--- config.mk ---
export PLATFORM = sky130hd
export DESIGN_NAME = lmp_local_memory_port_mux
export DESIGN_NICKNAME = d
export VERILOG_FILES = /design/src/common/lmp_pkg.sv /design/src/core/lmp_local_memory_port_mux.sv
export SDC_FILE = /design/constraint.sdc
export NUM_CORES = 1
export LEC_CHECK = 0
export ABC_CLOCK_PERIOD_IN_PS = 5100
export BUFFER_PORTS_ARGS = -buffer_cell sky130_fd_sc_hd__buf_2
export CORE_MARGIN = 1
export CORE_UTILIZATION = 52
export DETAILED_ROUTE_END_ITERATION = 7
export PLACE_DENSITY_LB_ADDON = 0.15
export SETUP_SLACK_MARGIN = 0.4
export SKIP_LAST_GASP = 1
export SLEW_MARGIN = 0
export SYNTH_ARGS = -nofsm -noshare
export SYNTH_HDL_FRONTEND = slang
export SYNTH_SLANG_ARGS = --single-unit
--- constraint.sdc ---
create_clock -name ref_clk -period 5.1 [get_ports ref_clk]
set_clock_uncertainty 0.2 [all_clocks]
set_input_delay 0.51 -clock ref_clk [delete_from_list [all_inputs] [get_ports ref_clk]]
set_output_delay 0.51 -clock ref_clk [all_outputs]
set_load 0.01 [all_outputs]
--- src/common/lmp_pkg.sv ---
package lmp_pkg;

   localparam int unsigned REF_CLK_MHZ   = 40;
   localparam int unsigned ADDR_W        = 17;
   localparam int unsigned DATA_W        = 8;
   localparam int unsigned EE_W          = 16;

   // Access timing, in ns as chosen, cycles derived at the ref_clk rate
   localparam int unsigned SETUP_NS      = 50;
   localparam int unsigned STROBE_NS     = 100;
   localparam int unsigned HOLD_NS       = 50;
   localparam int unsigned EE_HALF_NS    = 1000;
   localparam int unsigned SETUP_CYC     = (SETUP_NS * REF_CLK_MHZ + 999) / 1000;
   localparam int unsigned STROBE_CYC    = (STROBE_NS * REF_CLK_MHZ + 999) / 1000;
   localparam int unsigned HOLD_CYC      = (HOLD_NS * REF_CLK_MHZ + 999) / 1000;
   localparam int unsigned EE_HALF_CYC   = (EE_HALF_NS * REF_CLK_MHZ + 999) / 1000;
   localparam int unsigned CNT_W         = 6;

   // Shared address pin positions
   localparam int unsigned PIN_HOST_TYPE = 0;
   localparam int unsigned PIN_PWR_SRC   = 1;
   localparam int unsigned PIN_CLK_EN    = 7;
   localparam int unsigned PIN_CHRDY     = 8;
   localparam int unsigned PIN_MDM_RST   = 9;
   localparam int unsigned PIN_RING      = 10;
   localparam int unsigned PIN_IRQ       = 11;
   localparam int unsigned PIN_CSM       = 12;
   localparam int unsigned PIN_EE_DI     = 13;
   localparam int unsigned PIN_EE_DO     = 14;
   localparam int unsigned PIN_EE_SK     = 15;
   localparam int unsigned PIN_AUX_CLK   = 16;

   typedef enum logic [1:0] {
      KIND_FLASH  = 2'h0,
      KIND_EEPROM = 2'h1,
      KIND_MODEM  = 2'h2
   } lmp_kind_type;

   typedef enum logic [2:0] {
      ST_IDLE   = 3'h0,
      ST_SETUP  = 3'h1,
      ST_STROBE = 3'h3,
      ST_HOLD   = 3'h2,
      ST_EE_CS  = 3'h6,
      ST_EE_LO  = 3'h7,
      ST_EE_HI  = 3'h5,
      ST_EE_END = 3'h4
   } lmp_state_type;

   typedef struct packed {
      lmp_kind_type      kind;
      logic              write;
      logic [ADDR_W-1:0] addr;
      logic [DATA_W-1:0] wdata;
      logic [3:0]        ee_len;
      logic [EE_W-1:0]   ee_wdata;
   } lmp_req_type;

   typedef struct packed {
      logic              done;
      logic [DATA_W-1:0] rdata;
      logic [EE_W-1:0]   ee_rdata;
   } lmp_rsp_type;

   typedef struct packed {
      logic [ADDR_W-1:0] addr_o;
      logic [ADDR_W-1:0] addr_oe;
      logic [DATA_W-1:0] data_o;
      logic [DATA_W-1:0] data_oe;
      logic              ctl_oe;
      logic              serial_rom_select;
      logic              flash_select_n;
      logic              local_read_strobe_n;
      logic              local_write_strobe_n;
   } lmp_pins_type;

   localparam lmp_pins_type PINS_RESET = '{
      addr_o: '0, addr_oe: '0, data_o: '0, data_oe: '0, ctl_oe: 1'b0,
      serial_rom_select: 1'b0, flash_select_n: 1'b1,
      local_read_strobe_n: 1'b1, local_write_strobe_n: 1'b1};

endpackage : lmp_pkg

--- src/core/lmp_local_memory_port_mux.sv ---
// Operation
// - Address pin 16 carries 25 MHz clock if clock strap high, else address bit 16.
// - Address pin 7 is strap input during reset, address bit 7 afterwards.
// - Pin 15 is serial ROM shift clock in ROM accesses, else address 15.
// - Pin 14 receives serial ROM data in ROM accesses, else drives address 14.
// - Pin 13 shifts data out to serial ROM in ROM accesses, else address 13.
// - Serial ROM select asserted for the whole of each ROM access.
// - Modem mode: pin 12 open-drain central-site output, low only on request.
// - Modem mode: pin 11 is an input carrying modem interrupt request.
// - Modem mode: pin 10 is an input carrying active-low ring indication.
// - Modem mode: pin 9 drives active-high modem reset.
// - Modem mode: pin 8 is channel-ready input stretching modem accesses.
// - Seventeen address lines reach 128 Kbyte flash; low lines address modem.
// - Pin 1 sampled as power-source strap during reset, address 1 afterwards.
// - Pin 0 sampled as host-type strap during reset, address 0 afterwards.
// - Flash select active in flash accesses; address-enable to modem in modem mode.
// - Active-low read strobe to flash or modem during reads.
// - Active-low write strobe to flash or modem during writes.
// - Eight-bit data bus driven on writes, released on reads.
// - All outputs released and sequencer known while reset asserted.
module lmp_local_memory_port_mux
   import lmp_pkg::*;
(
   input  wire logic              ref_clk,
   input  wire logic              rst,
   input  wire logic              osc_25m,
   input  wire logic              modem_en,
   input  wire logic              modem_reset_req,
   input  wire logic              central_site_req,
   input  wire logic              req_valid,
   input  wire lmp_req_type       req,
   output      logic              req_ready,
   output      lmp_rsp_type       rsp,
   output      logic              clock_out_strap,
   output      logic              power_source_strap,
   output      logic              host_type_strap_n,
   output      logic              modem_irq_in,
   output      logic              modem_ring_n,
   input  wire logic [ADDR_W-1:0] local_address_bus_i,
   input  wire logic [DATA_W-1:0] local_data_bus_i,
   output      lmp_pins_type      pins
);

   localparam logic [CNT_W-1:0] SETUP_LD  = CNT_W'(SETUP_CYC);
   localparam logic [CNT_W-1:0] STROBE_LD = CNT_W'(STROBE_CYC);
   localparam logic [CNT_W-1:0] HOLD_LD   = CNT_W'(HOLD_CYC);
   localparam logic [CNT_W-1:0] EE_LD     = CNT_W'(EE_HALF_CYC);

   lmp_state_type     state_q;
   lmp_req_type       cmd_q;
   logic [CNT_W-1:0]  cnt_q;
   logic [3:0]        bits_q;
   logic [EE_W-1:0]   ee_sh_q;
   logic [EE_W-1:0]   ee_in_q;
   logic              modem_en_q;
   logic [ADDR_W-1:0] addr_s1_q;
   logic [ADDR_W-1:0] addr_s2_q;
   logic [DATA_W-1:0] data_s1_q;
   logic [DATA_W-1:0] data_s2_q;
   logic              osc_s1_q;
   logic              osc_s2_q;
   logic              cnt_end;
   logic              ee_act;
   logic              par_act;
   lmp_pins_type      pins_d;
   logic              take;
   logic              chrdy_wait;
   logic              strobe_end;
   logic              bit_end;
   logic              acc_end;
   logic [ADDR_W-1:0] addr_o_d;
   logic [ADDR_W-1:0] addr_oe_d;

   ////////////////////////////////////////////////////////////////////////////
   // State decode

   assign cnt_end = (cnt_q == CNT_W'(1));
   assign ee_act  = (state_q == ST_EE_CS) || (state_q == ST_EE_LO) ||
                    (state_q == ST_EE_HI) || (state_q == ST_EE_END);
   assign par_act = (state_q == ST_SETUP) || (state_q == ST_STROBE) ||
                    (state_q == ST_HOLD);
   assign take    = req_valid && req_ready && (state_q == ST_IDLE);
   // Modem access waits on channel ready after the minimum strobe
   assign chrdy_wait = (cmd_q.kind == KIND_MODEM) && modem_en_q &&
                       !addr_s2_q[PIN_CHRDY];
   assign strobe_end = (state_q == ST_STROBE) && cnt_end && !chrdy_wait;
   // One serial bit per high phase
   assign bit_end    = (state_q == ST_EE_HI) && cnt_end;
   // Closing edge of a parallel or serial access
   assign acc_end    = cnt_end &&
                       ((state_q == ST_HOLD) || (state_q == ST_EE_END));

   ////////////////////////////////////////////////////////////////////////////
   // Pin input synchronisers
   // No reset: straps are sampled through these flops while rst is held

   always_ff @(posedge ref_clk) begin
      addr_s1_q <= local_address_bus_i;
      addr_s2_q <= addr_s1_q;
   end

   // Read data crosses in like any pin; the strobe length covers the delay
   always_ff @(posedge ref_clk) begin
      data_s1_q <= local_data_bus_i;
      data_s2_q <= data_s1_q;
   end

   // Only a level is passed on; the pin clock is aliased to the ref_clk grid
   always_ff @(posedge ref_clk) begin
      osc_s1_q <= osc_25m;
      osc_s2_q <= osc_s1_q;
   end

   ////////////////////////////////////////////////////////////////////////////
   // Straps: plain clocked capture while reset is held, frozen after release

   always_ff @(posedge ref_clk) begin
      if (rst) begin
         clock_out_strap    <= addr_s2_q[PIN_CLK_EN];
         power_source_strap <= addr_s2_q[PIN_PWR_SRC];
         host_type_strap_n  <= addr_s2_q[PIN_HOST_TYPE];
      end
   end

   ////////////////////////////////////////////////////////////////////////////
   // Modem status inputs

   // Interrupt reads as idle outside modem mode
   always_ff @(posedge ref_clk or posedge rst) begin
      if (rst) begin
         modem_irq_in <= 1'b0;
      end else begin
         modem_irq_in <= modem_en_q & addr_s2_q[PIN_IRQ];
      end
   end

   always_ff @(posedge ref_clk or posedge rst) begin
      if (rst) begin
         modem_ring_n <= 1'b1;
      end else begin
         modem_ring_n <= ~modem_en_q | addr_s2_q[PIN_RING];
      end
   end

   ////////////////////////////////////////////////////////////////////////////
   // Request acceptance

   // Ready only in idle, and dropped in the cycle after the take
   always_ff @(posedge ref_clk or posedge rst) begin
      if (rst) begin
         req_ready <= 1'b0;
      end else begin
         req_ready <= (state_q == ST_IDLE) && !take;
      end
   end

   // Mode may only flip while the pins are quiet
   always_ff @(posedge ref_clk or posedge rst) begin
      if (rst) begin
         modem_en_q <= 1'b0;
      end else if (state_q == ST_IDLE) begin
         modem_en_q <= modem_en;
      end
   end

   // Held for the whole access so no pin changes mid-cycle
   always_ff @(posedge ref_clk or posedge rst) begin
      if (rst) begin
         cmd_q <= '0;
      end else if (take) begin
         cmd_q <= req;
      end
   end

   ////////////////////////////////////////////////////////////////////////////
   // Access sequencer

   always_ff @(posedge ref_clk or posedge rst) begin
      if (rst) begin
         state_q <= ST_IDLE;
         cnt_q   <= '0;
      end else begin
         unique case (state_q)
            ST_IDLE: begin
               if (take && req.kind == KIND_EEPROM) begin
                  state_q <= ST_EE_CS;
                  cnt_q   <= EE_LD;
               end else if (take) begin
                  state_q <= ST_SETUP;
                  cnt_q   <= SETUP_LD;
               end
            end
            ST_SETUP: begin
               cnt_q <= cnt_q - CNT_W'(1);
               if (cnt_end) begin
                  state_q <= ST_STROBE;
                  cnt_q   <= STROBE_LD;
               end
            end
            ST_STROBE: begin
               // Counter parks at one while the modem holds the cycle
               if (!cnt_end) begin
                  cnt_q <= cnt_q - CNT_W'(1);
               end else if (strobe_end) begin
                  state_q <= ST_HOLD;
                  cnt_q   <= HOLD_LD;
               end
            end
            ST_HOLD: begin
               cnt_q <= cnt_q - CNT_W'(1);
               if (cnt_end) begin
                  state_q <= ST_IDLE;
               end
            end
            ST_EE_CS: begin
               cnt_q <= cnt_q - CNT_W'(1);
               if (cnt_end) begin
                  state_q <= ST_EE_LO;
                  cnt_q   <= EE_LD;
               end
            end
            ST_EE_LO: begin
               cnt_q <= cnt_q - CNT_W'(1);
               if (cnt_end) begin
                  state_q <= ST_EE_HI;
                  cnt_q   <= EE_LD;
               end
            end
            ST_EE_HI: begin
               cnt_q <= cnt_q - CNT_W'(1);
               if (cnt_end) begin
                  cnt_q   <= EE_LD;
                  state_q <= (bits_q == 4'h0) ? ST_EE_END : ST_EE_LO;
               end
            end
            ST_EE_END: begin
               cnt_q <= cnt_q - CNT_W'(1);
               if (cnt_end) begin
                  state_q <= ST_IDLE;
               end
            end
         endcase
      end
   end

   ////////////////////////////////////////////////////////////////////////////
   // Serial ROM shifter

   always_ff @(posedge ref_clk or posedge rst) begin
      if (rst) begin
         bits_q  <= '0;
         ee_sh_q <= '0;
         ee_in_q <= '0;
      end else if (take) begin
         bits_q  <= req.ee_len;
         ee_sh_q <= req.ee_wdata;
      end else if (bit_end) begin
         // Sample late in the high phase, after the ROM has driven
         ee_in_q <= {ee_in_q[EE_W-2:0], addr_s2_q[PIN_EE_DO]};
         ee_sh_q <= {ee_sh_q[EE_W-2:0], 1'b0};
         bits_q  <= bits_q - 4'h1;
      end
   end

   ////////////////////////////////////////////////////////////////////////////
   // Response

   // Data fields stand until the next access that loads them: rdata on any flash or modem access, ee_rdata on a serial ROM access
   always_ff @(posedge ref_clk or posedge rst) begin
      if (rst) begin
         rsp <= '0;
      end else begin
         rsp.done <= acc_end;
         if (strobe_end) begin
            rsp.rdata <= data_s2_q;
         end
         if (acc_end && state_q == ST_EE_END) begin
            rsp.ee_rdata <= ee_in_q;
         end
      end
   end

   ////////////////////////////////////////////////////////////////////////////
   // Address pin functions

   always_comb begin
      addr_o_d  = cmd_q.addr;
      addr_oe_d = '1;
      // Aux clock is the oscillator sampled at ref_clk rate
      addr_o_d[PIN_AUX_CLK] = clock_out_strap ? osc_s2_q
                                              : cmd_q.addr[PIN_AUX_CLK];
      if (ee_act) begin
         // Data from the ROM comes back on pin 14
         addr_o_d[PIN_EE_SK]  = (state_q == ST_EE_HI);
         addr_oe_d[PIN_EE_DO] = 1'b0;
         addr_o_d[PIN_EE_DI]  = ee_sh_q[EE_W-1];
      end
      // Modem pins keep their function between accesses
      if (modem_en_q) begin
         addr_o_d[PIN_CSM]     = 1'b0;
         addr_oe_d[PIN_CSM]    = central_site_req;
         addr_oe_d[PIN_IRQ]    = 1'b0;
         addr_oe_d[PIN_RING]   = 1'b0;
         addr_o_d[PIN_MDM_RST] = modem_reset_req;
         addr_oe_d[PIN_CHRDY]  = 1'b0;
      end
   end

   ////////////////////////////////////////////////////////////////////////////
   // Strobes, selects and data bus

   always_comb begin
      pins_d                   = PINS_RESET;
      pins_d.ctl_oe            = 1'b1;
      pins_d.addr_o            = addr_o_d;
      pins_d.addr_oe           = addr_oe_d;
      pins_d.serial_rom_select = ee_act;
      // Flash select doubles as the modem address enable
      if (par_act) begin
         pins_d.flash_select_n = 1'b0;
         if (cmd_q.write) begin
            pins_d.data_o  = cmd_q.wdata;
            pins_d.data_oe = '1;
         end
         if (state_q == ST_STROBE) begin
            pins_d.local_read_strobe_n  = cmd_q.write;
            pins_d.local_write_strobe_n = ~cmd_q.write;
         end
      end
   end

   // Registered so every pin leaves straight from a flop
   always_ff @(posedge ref_clk or posedge rst) begin
      if (rst) begin
         pins <= PINS_RESET;
      end else begin
         pins <= pins_d;
      end
   end

endmodule : lmp_local_memory_port_mux

# Yosys cells after proc, flatten, opt, wreduce, memory -nomap -nowiden
# Cells that the tools add are included.
# classes
add_sub_neg	2
eq_ne	19
muxes	34
bitwise	5
reduce_logical	28
# ops
op	count
16-bit 2-to-1 mux	4
6-bit 2-to-1 mux	6
3-bit 2-to-1 mux	11
6-bit one-hot mux with 5 select lines	1
3-bit one-hot mux with 7 select lines	1
3-bit == test, second input constant	4
2-bit inequality test, second input constant	6
1-bit logical AND	11
4-bit 2-to-1 mux	2
8-bit AND reduction	1
1-bit 2-to-1 mux	7
3-bit by 2-bit == test with 1-bit output, second input constant	2
6-bit by 1-bit == test with 1-bit output, second input constant	1
1-bit logical OR	6
6-bit by 1-bit subtractor with 6-bit output, second input constant	1
4-bit logical NOT	1
2-bit 2-to-1 mux	2
2-bit AND reduction	2
4-bit by 1-bit subtractor with 4-bit output, second input constant	1
3-bit by 1-bit == test with 1-bit output, second input constant	1
1-bit logical NOT	3
3-bit logical NOT	1
3-bit by 2-bit inequality test with 1-bit output, second input constant	1
3-bit inequality test, second input constant	1
9 further kinds	11
# word_totals
regBits	207
out_inout_bits	86
wordCells	122

# Logic depth before layout (Yosys ltp)
# depth
ltp_word	8
depth_mapped	8
depth_no_buf	6

# Worst setup path after synthesis
# No wires, ideal clock.
# synth_path
kind	reg-to-reg
from	reg cnt_q[2]
to	reg ee_in_q[0]
setup_ps	125
arrival_ps	1697
required_ps	4775
setup_slack_ps	3079
stages_incl_launch_ff	5
cell_sequence	dfrtp_1 or4_4 nor2_8 buf_4 mux2_2
# synth_via
elab_chain_len	3
# synth_rtl
item	line_no	text
start: declaration	lmp_local_memory_port_mux.sv:51	logic [CNT_W-1:0] cnt_q;
start signal: assignment	lmp_local_memory_port_mux.sv:194	cnt_q <= cnt_q - CNT_W'(1);
start signal: assignment	lmp_local_memory_port_mux.sv:203	cnt_q <= cnt_q - CNT_W'(1);
start signal: assignment	lmp_local_memory_port_mux.sv:210	cnt_q <= cnt_q - CNT_W'(1);
6-bit by 1-bit == test with 1-bit output	lmp_local_memory_port_mux.sv:77	assign cnt_end = (cnt_q == CNT_W'(1));
1-bit logical AND	lmp_local_memory_port_mux.sv:88	assign bit_end = (state_q == ST_EE_HI) && cnt_end;
2-bit AND reduction (no source line)	n/a	
end signal: assignment	lmp_local_memory_port_mux.sv:259	ee_in_q <= {ee_in_q[EE_W-2:0], addr_s2_q[PIN_EE_DO]};
end: declaration	lmp_local_memory_port_mux.sv:54	logic [EE_W-1:0] ee_in_q;
# No other way between the ends.
# A chain may end at the register's enable or synchronous reset.

# Worst setup path after layout
# layout_path
from	reg state_q[0]
to	reg bits_q[0]
# layout_via
elab_chain_len	3
# layout_rtl
item	line_no	text
start: declaration	lmp_local_memory_port_mux.sv:49	lmp_state_type state_q;
start signal: assignment	lmp_local_memory_port_mux.sv:233	state_q <= (bits_q == 4'h0) ? ST_EE_END : ST_EE_LO;
3-bit == test / 3-bit logical NOT (equally long branches)	lmp_local_memory_port_mux.sv:88, lmp_local_memory_port_mux.sv:82	
1-bit logical AND (on tied branches)	lmp_local_memory_port_mux.sv:88, lmp_local_memory_port_mux.sv:82	
2-bit nonzero test (no source line) / 4-bit 2-to-1 mux (equally long branches)	n/a	
end signal: assignment	lmp_local_memory_port_mux.sv:255	bits_q <= req.ee_len;
end signal: assignment	lmp_local_memory_port_mux.sv:261	bits_q <= bits_q - 4'h1;
end: declaration	lmp_local_memory_port_mux.sv:52	logic [3:0] bits_q;
# Parallel ways exist; a longest one is shown, timed or not.

==> impl_metrics.py <==
metrics = {
    "outcome": {
        "status": "complete, but fails checks",
        "violations": "DRC",
    },
    "synth": {
        "yosys-top-cells-count": "132 x dfrtp_1, 96 x nand2_1, 43 x mux2_2",
        "ys_async_sr_fraction_pct": 79.5,
        "ys_top_cells_by_area": "dfrtp_1 53%, dfxtp_1 10%, mux2_2 7.8%",
        "avgSynthCellArea_um2": 12.6,
        "ys_seq_area_share_pct": 66.4,
        "synth_top_area_share_pct": 53.0,
        "ys_seq_elements": 171,
        "yosysTopAreaCell": "dfrtp_1",
        "yosysMostFrequentCell": "dfrtp_1",
        "synth_cell_types": 51,
        "syn-cell-area_um2": 6230,
        "ys_warn_count": 0,
        "synth_edf_count": 3,
        "synth_nets": 578,
        "netlist_instances": 495,
        "synth-main-ff-cell": "dfrtp_1",
    },
    "clock_network": {
        "root_buffer": "clkbuf_16",
        "cts.htree.levels": 4,
        "cts_buffer_depth": 2,
        "clock_latency_ps": 420,
        "cts_tree": "yes",
        "clkTransAtPathRegs_ps": 70,
        "clock-sinks": 171,
        "numCtsBuffers": 17,
        "cts-resized-gates": 0,
    },
    "die": {
        "rows": 39,
        "core_area_um2": 11600,
        "die_h_um": 111,
        "die_w_um": 111,
        "initial_utilization_pct": 53.9,
        "die-area_um2": 12400,
        "boundaryPins": 166,
    },
    "pwr": {
        "pwr-share-comb_pct": 21.4,
        "ir_drop_uv": 311,
        "p_sw_share_pct": 30.8,
        "switchingPower_w": 0.00124,
        "p_leak_nw": 4.06,
        "seqPwrFrac_pct": 47.7,
        "power_w": 0.00401,
        "cellPowerDensity_nw_per_um2": 522,
        "power.internal_w": 0.00277,
        "clkPwrFrac_pct": 30.9,
    },
    "timing": {
        "final_hold_viol_count": 0,
        "rsz0062_at_grt": "no",
        "maxSlewViolCount": 0,
        "tns_ps": 0,
        "setup_violations": 0,
        "tightest_slew_ps": 1050,
        "min_period_over_period_pct": 59.5,
        "fmaxAchievable_ghz": 0.329,
        "min_period_ps": 3040,
        "hold_ws_ps": 69.6,
        "slew_headroom_pct": 29.4,
        "final.setup.worst_slack_ps": 2060,
    },
    "critical_path": {
        "r2r_slack_ps": 2060,
        "reg2reg_to": "bits_q[0]$_DFFE_PP0P_",
        "cp_max_fo": 27,
        "crit_required_ps": 5210,
        "cp-start-kind": "register",
        "cp.arrival_ps": 3140,
        "end_kind": "register",
        "crit_type": "register to register",
        "r2r_cells": 5,
        "r2r-start": "state_q[0]$_DFFE_PP0P_",
    },
    "placed_design": {
        "routabilityCongestion": 0.780,
        "dpl_cell_area_um2": 6950,
        "portBuffers": 155,
        "place_hpwl_um": 7740,
        "post-place-ws_ps": 2070,
    },
    "grt": {
        "grt_pass1_vias": 4088,
        "grtUsageTotal_pct": 20.4,
        "grt_first_pass_wirelength_um": 19700,
        "globalRouteOverflowTotal": 0,
        "grt_max_degree": 88,
        "antenna_found_initial": 0,
    },
    "final_layout": {
        "multiInputGateArea_um2": 1790,
        "drive_gt1_share_pct": 36.8,
        "nets": 728,
        "final_area_um2": 7680,
        "syn_to_final_growth_pct": 23.3,
        "fillCellCount": 867,
        "ff_latch_area_um2": 4140,
        "antenna_cells": 0,
    },
    "min_path": {
        "min_path_type": "input pin to async pin",
    },
    "job": {
        "max_cap_viol_count": 0,
    },
    "route": {
        "route.detailed.drc": 12,
        "wl_per_cell_um": 14.7,
        "wl_um": 11700,
        "dr.pass1.iters": 7,
        "vias_per_cell": 5.09,
        "drt_iter0_drc": 175,
        "ant_nets": 0,
        "dr_total_vias": 4074,
    },
}
## worst max path at each step
stage	to	slack, ps	cells past startpoint	start
floorplan	addr_o_d[0]$_DFFE_PP0N_	760	1	rst
global placement	bits_q[0]$_DFFE_PP0P_	2130	5	state_q[2]$_DFFE_PP0P_
detailed placement	bits_q[0]$_DFFE_PP0P_	2070	5	state_q[0]$_DFFE_PP0P_
CTS	bits_q[0]$_DFFE_PP0P_	2040	5	state_q[0]$_DFFE_PP0P_
global route	bits_q[0]$_DFFE_PP0P_	1870	5	state_q[0]$_DFFE_PP0P_
finish	bits_q[0]$_DFFE_PP0P_	2060	5	state_q[0]$_DFFE_PP0P_
## registers in the layout (all words and copies together) (netlist names), 3 cells and up
register	cells
pins	34
addr_o_d	12
addr_s2_q	7
cnt_q	6
data_s2_q	8
bits_q	4
ee_sh_q	16
addr_s1_q	7
rsp	25
ee_in_q	16
cmd_q	16
data_s1_q	8
state_q	3
## final cells by class
cell class              instances  share of cell area, %
flip-flops and latches        171                   53.9
repair buffers                174                   12.5
multi-input cells             270                   23.3
clock buffers                  19                   5.64
well taps                     143                   2.33
inverters                      11                  0.603
clock inverters                13                   1.78
## kinds of logic after synthesis
logic type | synth area share [%]
AO/OA/AOI/OAI | 8.35
other | 0.0602
adder cells (fa/ha/maj) | 0.602
multiplexers | 7.93
buffers and inverters | 4.94
XOR/XNOR | 0.422
flip-flops | 66.4
AND/OR/NAND/NOR | 11.3
## layer usage
layer / GRT usage (%) / part of all wire, % / vias to the layer above
met3: 6.48 / 6.9 / 18
li1: - / - / 1948
met4: 8.74 / 1.6 / 0
met5: 0 / 0 / -
met1: 25.6 / 43 / 1967
met2: 32.7 / 48 / 141
## worst max-delay path: stages, from the launching register on
cell and delay [ps]:
dfrtp_1 580, or3_1 520, nor2_4 540, buf_4 400, nor2_1 290, a221o_1 380
## power groups by stage
stage | clock, W | sequential [W] | combinational, W
detailed placement | 0 | 0.00194 | 0.000856
floorplan | 0 | 0.00191 | 0.000612
finish | 0.00124 | 0.00191 | 0.000860
CTS | 0.00126 | 0.00191 | 0.000868
global placement | 0 | 0.00192 | 0.000826
global route | 0.00131 | 0.00196 | 0.000966
## what timing repair did
action / CTS / global route
setup buffers: 0 / 0
endpoints found under the hold margin: 16 / 0
hold buffers: 16 / 0
## stage by stage
| stage | util [%] | instances |
|---|---|---|
| after floorplan | - | 495 |
| after global placement | 60.1 | 753 |
| after detailed placement | 60.1 | 753 |
| after CTS | 66.4 | 801 |
| after global routing | 66.4 | 801 |
| final | 66.4 | 801 |
## layout by cell type (no fill, tap or decap), types with 5 or more instances in the layout
cell,count
buf_2,155
dfrtp_1,132
nand2_1,96
mux2_2,43
dfxtp_1,32
clkbuf_16,17
a22o_1,16
dlygate4sd3_1,16
a21o_1,14
and2_1,13
o21ai_0,11
inv_1,10
nor2_1,9
nand2b_1,5
a21oi_1,5
o31ai_1,5
Note: power is estimated with default switching activity, not from simulation.
